===== src/ldp_pkg.sv =====
package ldp_pkg;

	// ==================================================
	// clock and timing
	localparam int CLK_MHZ        = 200;
	localparam int STARTUP_US     = 500;
	localparam int STARTUP_CYC    = STARTUP_US * CLK_MHZ;
	localparam int IDLE_MS        = 50;
	localparam int IDLE_CYC       = IDLE_MS * 1000 * CLK_MHZ;
	localparam int LOOKAHEAD_MS   = 50;
	localparam int FAST_WAKE_US   = 1;
	localparam int FAST_WAKE_CYC  = FAST_WAKE_US * CLK_MHZ;
	localparam int SAT_FILT_CYC   = 64;
	localparam int HYST_SHIFT     = 8;
	localparam int TEMP_REF_C     = 25;

	// ==================================================
	// register indices, byte address is four times the index
	localparam logic [5:0] IDX_CTRL   = 6'h00;
	localparam logic [5:0] IDX_CFG    = 6'h01;
	localparam logic [5:0] IDX_STAT   = 6'h02;
	localparam logic [5:0] IDX_POPT   = 6'h36;
	localparam logic [5:0] IDX_SRST   = 6'h3d;
	localparam logic [7:0] SRST_KEY   = 8'hff;

	// ==================================================
	// field positions
	localparam int POPT_GAIN_LSB  = 0;
	localparam int POPT_PWMGAP    = 2;
	localparam int POPT_AUTOSLP   = 5;
	localparam int POPT_EXTCLK    = 6;
	localparam int CFG_HYST_LSB   = 0;
	localparam int CFG_TCWAKE     = 4;
	localparam int CFG_SLOPE_LSB  = 8;
	localparam int STAT_STATE_LSB = 0;
	localparam int STAT_PUMP_LSB  = 4;
	localparam int STAT_BOOST     = 6;
	localparam int STAT_THERM     = 7;

	// ==================================================
	// reset values
	localparam logic [7:0] POPT_RST   = 8'h00;
	localparam logic [3:0] HYST_RST   = 4'h4;
	localparam logic [4:0] SLOPE_RST  = 5'h00;
	localparam logic [5:0] MON_MASK   = 6'h3f;

	localparam logic [1:0] RESP_OKAY  = 2'h0;
	localparam logic [1:0] RESP_SLV   = 2'h2;

	// ==================================================
	// types
	typedef enum logic [1:0] {GS_OFF, GS_BYPASS, GS_BOOST, GS_AUTO} ldp_gain_t;
	typedef enum logic [1:0] {PM_OFF, PM_1X, PM_1X5, PM_WEAK} ldp_pump_t;
	typedef enum logic [2:0] {ST_RESET, ST_STANDBY, ST_STARTUP, ST_NORMAL, ST_PSAVE, ST_WAKE} ldp_mode_t;
	typedef enum logic [2:0] {RS_CTRL, RS_CFG, RS_STAT, RS_POPT, RS_SRST, RS_NONE} ldp_rsel_t;

	typedef struct packed {
		logic      analog_en;
		logic      osc_en;
		logic      drv_en;
		logic      pump_prot_en;
		logic      pump_pulldown;
		ldp_pump_t pump;
		logic      eng_run;
	} ldp_pwr_t;

	typedef struct packed {
		logic [8:0] led_sat;
		logic       led_active;
		logic       pwm_on;
		logic       pwm_demand;
		logic [15:0] gap_ms0;
		logic [15:0] gap_ms1;
		logic [15:0] gap_ms2;
	} ldp_led_t;

endpackage


===== src/ldp_power_ctrl.sv =====
// Design decision made here: the AXI4-Lite interface to the registers.
`timescale 1ns/1ps

// Contract
// - soft reset key or power clear resets registers
// - power clear release moves to standby
// - device-on bit zero after power clear
// - standby when device-on or wake pin low
// - writes accepted in standby if wake high
// - device-on with wake runs 500 us startup
// - thermal cutoff holds in startup state
// - gain select zero disables pump, pulldown in normal and wake
// - bypass, forced boost and automatic gain modes
// - auto mode monitors drivers one to six
// - auto boost on saturation, 1x when enough
// - auto mode 1x after 50 ms idle
// - saturation inputs digitally filtered
// - configurable hysteresis with factory default
// - power save only when auto sleep set
// - power save blocks depend on clock source
// - power save puts pump in weak 1x
// - enter power save on look-ahead gap
// - engines keep running in power save
// - pwm demand in power save fast-wakes
// - pwm gap bit idles analog in off phase
// - pwm duty tracks temperature, 31 slopes
// - compensation continuous or after wake only
module ldp_power_ctrl #(
	parameter int STARTUP_CYCLES = ldp_pkg::STARTUP_CYC,
	parameter int IDLE_CYCLES    = ldp_pkg::IDLE_CYC,
	parameter logic [3:0] HYST_DEFAULT = ldp_pkg::HYST_RST
) (
	input  wire logic              ref_clk,
	input  wire logic              rst_n,
	input  wire logic              por_active,
	input  wire logic              wake_pin,
	input  wire logic              thermal_cutoff,
	input  wire logic signed [7:0] temp_c,
	input  wire ldp_pkg::ldp_led_t led_in,
	output ldp_pkg::ldp_pwr_t      pwr_ctl,
	output logic signed [15:0]     tc_adj,
	output logic                   s_axi_awready,
	input  wire logic              s_axi_awvalid,
	input  wire logic [7:0]        s_axi_awaddr,
	output logic                   s_axi_wready,
	input  wire logic              s_axi_wvalid,
	input  wire logic [31:0]       s_axi_wdata,
	input  wire logic [3:0]        s_axi_wstrb,
	output logic                   s_axi_bvalid,
	input  wire logic              s_axi_bready,
	output logic [1:0]             s_axi_bresp,
	output logic                   s_axi_arready,
	input  wire logic              s_axi_arvalid,
	input  wire logic [7:0]        s_axi_araddr,
	output logic                   s_axi_rvalid,
	input  wire logic              s_axi_rready,
	output logic [31:0]            s_axi_rdata,
	output logic [1:0]             s_axi_rresp
);

	// ==================================================
	// state
	typedef struct packed {
		ldp_pkg::ldp_mode_t st;
		logic [23:0]        tmr;
		logic [23:0]        idle;
		logic [7:0]         sat_cnt;
		logic [15:0]        clr_cnt;
		logic               boost;
		logic               dev_on;
		logic [7:0]         popt;
		logic [3:0]         hyst;
		logic               tc_wake;
		logic [4:0]         slope;
		logic signed [7:0]  temp_hold;
		logic signed [15:0] tc_adj;
		ldp_pkg::ldp_pwr_t  pwr;
		logic               aw_got;
		logic               w_got;
		logic [7:0]         awaddr;
		logic [31:0]        wdata;
		logic [3:0]         wstrb;
		logic               awready;
		logic               wready;
		logic               bvalid;
		logic [1:0]         bresp;
		logic               arready;
		logic               rvalid;
		logic [1:0]         rresp;
		logic [31:0]        rdata;
	} ldp_state_t;

	ldp_state_t s_q;
	ldp_state_t s_d;

	// ==================================================
	// helpers
	function automatic ldp_pkg::ldp_rsel_t rsel(input logic [7:0] a);
		logic [5:0] i;
		i = a[7:2];
		if (i == ldp_pkg::IDX_CTRL) begin
			rsel = ldp_pkg::RS_CTRL;
		end else if (i == ldp_pkg::IDX_CFG) begin
			rsel = ldp_pkg::RS_CFG;
		end else if (i == ldp_pkg::IDX_STAT) begin
			rsel = ldp_pkg::RS_STAT;
		end else if (i == ldp_pkg::IDX_POPT) begin
			rsel = ldp_pkg::RS_POPT;
		end else if (i == ldp_pkg::IDX_SRST) begin
			rsel = ldp_pkg::RS_SRST;
		end else begin
			rsel = ldp_pkg::RS_NONE;
		end
	endfunction

	function automatic logic [31:0] merge(input logic [31:0] old, input logic [31:0] nw, input logic [3:0] st);
		logic [31:0] r;
		r = old;
		for (int b = 0; b < 4; b++) begin
			if (st[b]) begin
				r[8*b +: 8] = nw[8*b +: 8];
			end
		end
		merge = r;
	endfunction

	function automatic ldp_state_t defaults(input logic [3:0] hdef);
		ldp_state_t r;
		r         = '0;
		r.st      = ldp_pkg::ST_RESET;
		r.popt    = ldp_pkg::POPT_RST;
		r.hyst    = hdef;
		r.slope   = ldp_pkg::SLOPE_RST;
		r.awready = 1'b1;
		r.wready  = 1'b1;
		r.arready = 1'b1;
		defaults  = r;
	endfunction

	// ==================================================
	// combinational next state
	always_comb begin
		logic              wr_now;
		logic              srst;
		logic [31:0]       m;
		logic [31:0]       rd;
		logic [5:0]        sat_mon;
		logic              sat_any;
		logic              gap_ok;
		logic              ext_clk;
		logic              run_ok;
		logic [15:0]       hyst_lim;
		logic signed [8:0] dt;
		logic [23:0]       s_lim;
		logic [23:0]       i_lim;
		ldp_pkg::ldp_gain_t gsel;
		ldp_pkg::ldp_pump_t pm;
		ldp_state_t        bus_keep;

		s_d      = s_q;
		wr_now   = 1'b0;
		srst     = 1'b0;
		m        = '0;
		rd       = '0;
		sat_mon  = '0;
		sat_any  = 1'b0;
		gap_ok   = 1'b0;
		hyst_lim = '0;
		dt       = '0;
		pm       = ldp_pkg::PM_OFF;
		bus_keep = '0;
		s_lim    = 24'(STARTUP_CYCLES - 1);
		i_lim    = 24'(IDLE_CYCLES);
		ext_clk  = s_q.popt[ldp_pkg::POPT_EXTCLK];
		gsel     = ldp_pkg::ldp_gain_t'(s_q.popt[ldp_pkg::POPT_GAIN_LSB +: 2]);
		run_ok   = s_q.dev_on && wake_pin;

		// ==================================================
		// write channel: address and data in either order
		if (s_axi_awvalid && s_q.awready) begin
			s_d.aw_got = 1'b1;
			s_d.awaddr = s_axi_awaddr;
		end
		if (s_axi_wvalid && s_q.wready) begin
			s_d.w_got = 1'b1;
			s_d.wdata = s_axi_wdata;
			s_d.wstrb = s_axi_wstrb;
		end
		if (s_q.aw_got && s_q.w_got && !s_q.bvalid) begin
			wr_now     = 1'b1;
			s_d.aw_got = 1'b0;
			s_d.w_got  = 1'b0;
			s_d.bvalid = 1'b1;
			s_d.bresp  = (rsel(s_q.awaddr) == ldp_pkg::RS_NONE) ? ldp_pkg::RESP_SLV : ldp_pkg::RESP_OKAY;
		end
		if (s_q.bvalid && s_axi_bready) begin
			s_d.bvalid = 1'b0;
		end

		if (wr_now) begin
			m = merge('0, s_q.wdata, s_q.wstrb);
			if (rsel(s_q.awaddr) == ldp_pkg::RS_SRST && s_q.wstrb[0] && m[7:0] == ldp_pkg::SRST_KEY) begin
				srst = 1'b1;
			end
			// writes only with wake pin high
			if (wake_pin && s_q.st != ldp_pkg::ST_RESET) begin
				if (rsel(s_q.awaddr) == ldp_pkg::RS_CTRL) begin
					m = merge({31'h0000_0000, s_q.dev_on}, s_q.wdata, s_q.wstrb);
					s_d.dev_on = m[0];
				end else if (rsel(s_q.awaddr) == ldp_pkg::RS_POPT) begin
					m = merge({24'h00_0000, s_q.popt}, s_q.wdata, s_q.wstrb);
					s_d.popt = m[7:0];
				end else if (rsel(s_q.awaddr) == ldp_pkg::RS_CFG) begin
					m = {19'h0_0000, s_q.slope, 3'h0, s_q.tc_wake, s_q.hyst};
					m = merge(m, s_q.wdata, s_q.wstrb);
					s_d.hyst    = m[ldp_pkg::CFG_HYST_LSB +: 4];
					s_d.tc_wake = m[ldp_pkg::CFG_TCWAKE];
					s_d.slope   = m[ldp_pkg::CFG_SLOPE_LSB +: 5];
				end
			end
		end

		// ==================================================
		// read channel
		if (s_axi_arvalid && s_q.arready) begin
			s_d.rresp = ldp_pkg::RESP_OKAY;
			if (rsel(s_axi_araddr) == ldp_pkg::RS_CTRL) begin
				rd[0] = s_q.dev_on;
			end else if (rsel(s_axi_araddr) == ldp_pkg::RS_POPT) begin
				rd[7:0] = s_q.popt;
			end else if (rsel(s_axi_araddr) == ldp_pkg::RS_CFG) begin
				rd[ldp_pkg::CFG_HYST_LSB +: 4]  = s_q.hyst;
				rd[ldp_pkg::CFG_TCWAKE]         = s_q.tc_wake;
				rd[ldp_pkg::CFG_SLOPE_LSB +: 5] = s_q.slope;
			end else if (rsel(s_axi_araddr) == ldp_pkg::RS_STAT) begin
				rd[ldp_pkg::STAT_STATE_LSB +: 3] = s_q.st;
				rd[ldp_pkg::STAT_PUMP_LSB +: 2]  = s_q.pwr.pump;
				rd[ldp_pkg::STAT_BOOST]          = s_q.boost;
				rd[ldp_pkg::STAT_THERM]          = thermal_cutoff;
			end else if (rsel(s_axi_araddr) == ldp_pkg::RS_NONE) begin
				s_d.rresp = ldp_pkg::RESP_SLV;
			end
			s_d.rdata  = rd;
			s_d.rvalid = 1'b1;
		end
		if (s_q.rvalid && s_axi_rready) begin
			s_d.rvalid = 1'b0;
		end

		// ==================================================
		// automatic gain: filtered saturation with hysteresis
		// drivers seven to nine ignored
		sat_mon  = led_in.led_sat[5:0] & ldp_pkg::MON_MASK;
		sat_any  = |sat_mon;
		hyst_lim = 16'({s_q.hyst, 8'h00} >> (8 - ldp_pkg::HYST_SHIFT));
		// boost needs a steady run of saturation
		if (sat_any) begin
			s_d.clr_cnt = '0;
			if (s_q.sat_cnt < 8'(ldp_pkg::SAT_FILT_CYC - 1)) begin
				s_d.sat_cnt = s_q.sat_cnt + 8'h01;
			end else begin
				s_d.boost = 1'b1;
			end
		end else begin
			s_d.sat_cnt = '0;
			if (s_q.boost && s_q.clr_cnt < hyst_lim) begin
				s_d.clr_cnt = s_q.clr_cnt + 16'h0001;
			end else if (s_q.boost) begin
				s_d.boost   = 1'b0;
				s_d.clr_cnt = '0;
			end
		end
		// idle leds return pump to 1x
		if (led_in.led_active) begin
			s_d.idle = '0;
		end else if (s_q.idle < i_lim) begin
			s_d.idle = s_q.idle + 24'h00_0001;
		end else begin
			s_d.boost = 1'b0;
		end

		// ==================================================
		// look-ahead: every engine must report a long pwm-free gap
		// gap must exceed the limit
		gap_ok = led_in.gap_ms0 > 16'(ldp_pkg::LOOKAHEAD_MS) &&
		         led_in.gap_ms1 > 16'(ldp_pkg::LOOKAHEAD_MS) &&
		         led_in.gap_ms2 > 16'(ldp_pkg::LOOKAHEAD_MS);

		// ==================================================
		// mode sequencer
		case (s_q.st)
			ldp_pkg::ST_RESET: begin
				// leave reset once power clear drops
				s_d.st = ldp_pkg::ST_STANDBY;
			end
			ldp_pkg::ST_STANDBY: begin
				if (run_ok) begin
					s_d.st  = ldp_pkg::ST_STARTUP;
					s_d.tmr = '0;
				end
			end
			ldp_pkg::ST_STARTUP: begin
				if (s_q.tmr < s_lim) begin
					s_d.tmr = s_q.tmr + 24'h00_0001;
				end else if (!thermal_cutoff) begin
					s_d.st        = ldp_pkg::ST_NORMAL;
					s_d.temp_hold = temp_c;
				end
			end
			ldp_pkg::ST_NORMAL: begin
				if (s_q.popt[ldp_pkg::POPT_AUTOSLP] && !led_in.led_active && gap_ok) begin
					s_d.st = ldp_pkg::ST_PSAVE;
				end
			end
			ldp_pkg::ST_PSAVE: begin
				if (led_in.pwm_demand || !s_q.popt[ldp_pkg::POPT_AUTOSLP]) begin
					s_d.st  = ldp_pkg::ST_WAKE;
					s_d.tmr = '0;
				end
			end
			ldp_pkg::ST_WAKE: begin
				if (s_q.tmr < 24'(ldp_pkg::FAST_WAKE_CYC - 1)) begin
					s_d.tmr = s_q.tmr + 24'h00_0001;
				end else begin
					s_d.st        = ldp_pkg::ST_NORMAL;
					s_d.temp_hold = temp_c;
				end
			end
			default: begin
				s_d.st = ldp_pkg::ST_RESET;
			end
		endcase
		if (thermal_cutoff && s_q.st inside {ldp_pkg::ST_NORMAL, ldp_pkg::ST_PSAVE, ldp_pkg::ST_WAKE}) begin
			s_d.st  = ldp_pkg::ST_STARTUP;
			s_d.tmr = s_lim;
		end
		if (s_q.st != ldp_pkg::ST_RESET && !run_ok) begin
			s_d.st = ldp_pkg::ST_STANDBY;
		end

		// ==================================================
		// temperature compensation
		// continuous tracking unless wake-only chosen
		if (!s_q.tc_wake) begin
			s_d.temp_hold = temp_c;
		end
		// linear in temperature, slope zero disables
		dt         = 9'(s_q.temp_hold) - 9'(ldp_pkg::TEMP_REF_C);
		s_d.tc_adj = 16'($signed({1'b0, s_q.slope})) * 16'(dt);

		// ==================================================
		// power outputs
		// gain field decode
		case (gsel)
			// pump off with output pulled down
			ldp_pkg::GS_OFF:    pm = ldp_pkg::PM_OFF;
			ldp_pkg::GS_BYPASS: pm = ldp_pkg::PM_1X;
			ldp_pkg::GS_BOOST:  pm = ldp_pkg::PM_1X5;
			default:            pm = s_q.boost ? ldp_pkg::PM_1X5 : ldp_pkg::PM_1X;
		endcase
		s_d.pwr = '0;
		case (s_q.st)
			ldp_pkg::ST_STARTUP: begin
				s_d.pwr.analog_en    = !thermal_cutoff;
				s_d.pwr.osc_en       = !thermal_cutoff && !ext_clk;
				s_d.pwr.pump_prot_en = 1'b1;
			end
			ldp_pkg::ST_NORMAL, ldp_pkg::ST_WAKE: begin
				s_d.pwr.analog_en     = 1'b1;
				s_d.pwr.osc_en        = !ext_clk;
				s_d.pwr.drv_en        = s_q.st == ldp_pkg::ST_NORMAL;
				s_d.pwr.pump_prot_en  = 1'b1;
				s_d.pwr.pump          = pm;
				s_d.pwr.pump_pulldown = gsel == ldp_pkg::GS_OFF;
				s_d.pwr.eng_run       = 1'b1;
				// analog idles in the pwm off phase
				if (s_q.popt[ldp_pkg::POPT_PWMGAP] && !led_in.pwm_on) begin
					s_d.pwr.analog_en = 1'b0;
				end
			end
			ldp_pkg::ST_PSAVE: begin
				s_d.pwr.analog_en    = 1'b0;
				s_d.pwr.osc_en       = !ext_clk;
				s_d.pwr.pump_prot_en = 1'b1;
				s_d.pwr.pump         = ldp_pkg::PM_WEAK;
				s_d.pwr.eng_run      = 1'b1;
			end
			default: begin
				s_d.pwr.pump_pulldown = 1'b1;
			end
		endcase

		// ready flags are registered so the ports come from flops
		s_d.awready = !s_d.aw_got && !s_d.bvalid;
		s_d.wready  = !s_d.w_got && !s_d.bvalid;
		s_d.arready = !s_d.rvalid;

		// soft reset restores defaults, bus answer kept
		if (srst) begin
			bus_keep    = s_d;
			s_d         = defaults(HYST_DEFAULT);
			s_d.bvalid  = 1'b1;
			s_d.bresp   = ldp_pkg::RESP_OKAY;
			s_d.awready = 1'b0;
			s_d.wready  = 1'b0;
			// a read taken in this same cycle still gets its answer
			s_d.rvalid  = bus_keep.rvalid;
			s_d.rdata   = bus_keep.rdata;
			s_d.rresp   = bus_keep.rresp;
			s_d.arready = bus_keep.arready;
		end
	end

	// ==================================================
	// registers
	always_ff @(posedge ref_clk) begin
		if (!rst_n || por_active) begin
			s_q <= defaults(HYST_DEFAULT);
		end else begin
			s_q <= s_d;
		end
	end

	assign pwr_ctl       = s_q.pwr;
	assign tc_adj        = s_q.tc_adj;
	assign s_axi_awready = s_q.awready;
	assign s_axi_wready  = s_q.wready;
	assign s_axi_bvalid  = s_q.bvalid;
	assign s_axi_bresp   = s_q.bresp;
	assign s_axi_arready = s_q.arready;
	assign s_axi_rvalid  = s_q.rvalid;
	assign s_axi_rdata   = s_q.rdata;
	assign s_axi_rresp   = s_q.rresp;

endmodule


===== config.mk =====
export PLATFORM = sky130hd
export DESIGN_NAME = ldp_power_ctrl
export DESIGN_NICKNAME = d
export VERILOG_FILES = /design/src/ldp_pkg.sv /design/src/ldp_power_ctrl.sv
export SDC_FILE = /design/constraint.sdc
export NUM_CORES = 1
export LEC_CHECK = 0
export ABC_AREA = 1
export BUFFER_PORTS_ARGS = -buffer_cell sky130_fd_sc_hd__buf_4
export CORE_ASPECT_RATIO = 1.1
export CORE_MARGIN = 3
export CORE_UTILIZATION = 29
export DETAILED_ROUTE_END_ITERATION = 6
export PLACE_DENSITY_LB_ADDON = 0.12
export REMOVE_ABC_BUFFERS = 1
export SETUP_SLACK_MARGIN = 0.4
export SYNTH_ARGS = -nofsm -noshare
export SYNTH_HDL_FRONTEND = slang
export SYNTH_SLANG_ARGS = --single-unit

===== constraint.sdc =====
create_clock -name ref_clk -period 4.5 [get_ports ref_clk]
set_input_delay 0.225 -clock ref_clk [delete_from_list [all_inputs] [get_ports ref_clk]]
set_output_delay 0.225 -clock ref_clk [all_outputs]
set_load 0.1 [all_outputs]

==> reports/results.ini <==
[status]
outcome = complete, no violations

[yosys]
yosysSeqAreaShare_pct = 33.1
synth_top_family_by_area = simple AND/OR/NAND/NOR gates
synthXorXnorAreaFrac_pct = 3.34
synth_mux_area_share_pct = 0
syn-cell-area_sq_um = 10200
synth-edff-count = 0
synthAdderAreaFrac_pct = 9.73
synth_compound_area_share_pct = 11.3
synth_ff_type = dfxtp_1
yosys.area_share.simple_pct = 29.6
yosysWarnings = 0
synthArstFlopShare_pct = 0
synthCells = 1485
synth-seq-cells = 169
synth_cell_types = 53
synth.avg_cell_area_sq_um = 6.89

[global_route]
grt.total_usage_pct = 15.4
grt_pass1_wl_mm = 46.5
grt_max_degree = 34
grt_overflow = 0
antenna_found_initial = 0
grt_pass1_vias = 9033

[clocking]
cts_sinks = 169
insertion_delay_ps = 440
clk_pin_slew_ps = 70
cts_inserted_buffers = 17
cts_tree = yes
clock_path_buffers = 2
root_buffer = clkbuf_16
htreeDepth = 4

[timing]
tns_ps = 0
drv_slew = 0
rsz0062_at_grt = no
period_minus_slack_ps = 3870
setup_violations = 0
max_freq_mhz = 258
period_share_pct = 86.1
hold_viol_final = 0
slew_headroom_pct = 35.9
tightest_slew_ps = 959
fin_skew_ps = 16.7

[drt]
drtAntennaViolNets = 0
vias_per_cell = 4.57
wirelength_mm = 29.0
routed-via-count = 9357
dr.pass1.iters = 5
drtIter0Drc = 474
wire_per_inst_um = 14.2
drcViolationCount = 0

[min_path]
hold_class = in2reg

[placed_design]
hpwl_mm = 22.3
io_buffers = 145
place.gp.congestion = 0.847
dpl_cell_area_sq_um = 11400

[finish]
drive_gt1_share_pct = 16.3
multi_input_area_sq_um = 5880
area_growth_pct = 21.0
fillers = 3705
diodes = 0
register_area_sq_um = 3390
fin_area_sq_um = 12400
fin_nets = 1791

[setup_path]
cp_max_fo = 4
critPathLaunchType = register
end_kind = register
arrival_ps = 4240
crit_required_ps = 4870
path_class = reg2reg

[floorplanning]
io_pins = 195
initial_core_util_pct = 29.7
die_w_um = 185
die_h_um = 203
core_sq_um = 34500
num_rows = 71
die_area_sq_um = 37600

[power_and_ir_drop]
max-vdd-ir-drop_mv = 0.243
p_leak_nw = 5.14
power_per_cell_area_nw_per_um2 = 277

[run]
cap_violations = 0

-- what timing repair did --
| action | in CTS | in global routing |
|---|---|---|
| pin swaps | 1 | 16 |
| buffers inserted | 0 | 6 |
| gates cloned | 0 | 0 |
| hold buffers | 3 | 0 |
| hold endpoints to repair | 3 | 0 |
| resized for setup | 17 | 43 |
| endpoints found under the setup margin | 6 | 8 |
-- synthesized netlist by cell type, types with 5 or more instances --
cell      count  area (sq um)
nor3_1       30           150
clkinv_1      5          18.8
fa_1         26           521
nand4_1      22           138
nand2_1     339          1270
dfxtp_1     169          3380
buf_2        12          60.1
o21ai_0      38           190
nor4_1        9          56.3
ha_1         38           475
nor2_1      212           796
xor2_1       32           280
a21oi_1     134           671
buf_4        67           503
nand3_1      84           420
o21ai_1       7          35.0
inv_1       177           664
xnor2_1       7          61.3
or2_2         8          50.1
a211oi_1      9          67.6
clkbuf_1     10          37.5
-- final timing paths --
kind	startpoint	cells past startpoint	to	slack, ps
worst max-delay path	s_q[113]$_SDFFE_PP0P_	17	tc_adj[12]$_SDFF_PP0_	630
worst min-delay path	temp_c[3]	3	s_q[114]$_SDFFE_PP0P_	30
worst max register to register	s_q[113]$_SDFFE_PP0P_	17	tc_adj[12]$_SDFF_PP0_	630
worst min register to register	s_q[161]$_SDFFE_PP0N_	2	s_q[161]$_SDFFE_PP0N_	430
-- state kept, by name, summed over array words and instances, names as in the netlist --
register       count
s_axi_wready       1
s_axi_awready      1
tc_adj            15
s_axi_bresp        1
pwr_ctl            8
s_axi_arready      1
s_q              126
s_axi_rvalid       1
s_axi_rresp        1
s_axi_bvalid       1
s_axi_rdata       13
-- worst max-delay path, stage by stage, from the launching register on --
cell and delay, ps:
dfxtp_2 330, inv_1 110, nand3_2 130, xor2_1 250, nor2_1 100, fa_1 530
inv_1 50, fa_1 460, fa_1 540, inv_1 60, ha_4 260, a21oi_2 150
nand2_1 150, a21boi_4 200, o21ai_2 100, a21oi_2 160, o21ai_0 80, a21oi_1 140
-- per-stage QoR --
stage / instances / power [mW] / util (%) / setup slack, ps / hold WS (ps)
global placement: 2007 / 1.91 / 33.1 / 196 / 415
CTS: 2042 / 3.47 / 35.1 / 401 / 9.50
detailed placement: 2007 / 1.91 / 33.1 / 197 / 419
global route: 2048 / 3.56 / 35.9 / 388 / 12.7
floorplan: 1413 / 1.78 / - / 335 / 357
finish: 2048 / 3.43 / 35.9 / 627 / 28.9
-- layout by cell type (no fill, tap or decap), drive strengths merged, types with 2 or more instances in the layout --
cell,netlist,final
conb,1,21
bufinv,0,2
clkinvlp,0,2
ha,38,38
o21bai,2,2
and2,2,2
or2,11,11
nand3,85,85
o211ai,3,3
a31oi,3,3
o221ai,2,2
inv,181,187
fa,26,26
a21oi,135,135
o22ai,2,2
nor2,213,213
nor3,33,33
nand4,22,22
dfxtp,169,169
clkinv,5,8
clkbuf,10,19
dlygate4sd3,0,3
o21ai,46,46
buf,82,162
a22oi,2,2
nand2,340,340
nor4,11,11
xor2,32,32
a211oi,9,9
xnor2,7,7
o21a,3,3
o31ai,2,2
-- routing by layer --
metal | vias up | part of all wire [%] | track usage (%)
met4 | 0 | 1.4 | 3.51
met2 | 144 | 49 | 26.7
li1 | 4906 | - | -
met3 | 26 | 3.6 | 2.69
met5 | - | 0 | 0
met1 | 4281 | 46 | 20.0
-- cell type report --
cell class | count | share of cell area (%)
clock buffer | 19 | 3.58
clock inverter | 13 | 1.28
inverter | 186 | 5.68
multi-input combinational | 1058 | 47.5
sequential | 169 | 27.4
tap | 438 | 4.43
timing repair buffer | 165 | 10.2
-- where the power goes --
| part | leakage, nW | internal [mW] | switching, mW |
|---|---|---|---|
| sequential | 1.37 | 1.51 | 0.0143 |
| combinational | 3.48 | 0.113 | 0.248 |
| clock | 0.289 | 0.851 | 0.687 |
-- logic make-up (layout without fill, tap and decap cells) --
kind of cell,after synthesis,after routing
AND/OR/NAND/NOR,721,721
buffers and inverters,278,383
AO/OA/AOI/OAI,213,213
flip-flops,169,169
adder cells (fa/ha/maj),64,64
XOR/XNOR,39,39
other,1,21
(Power assumes the default switching activity.)
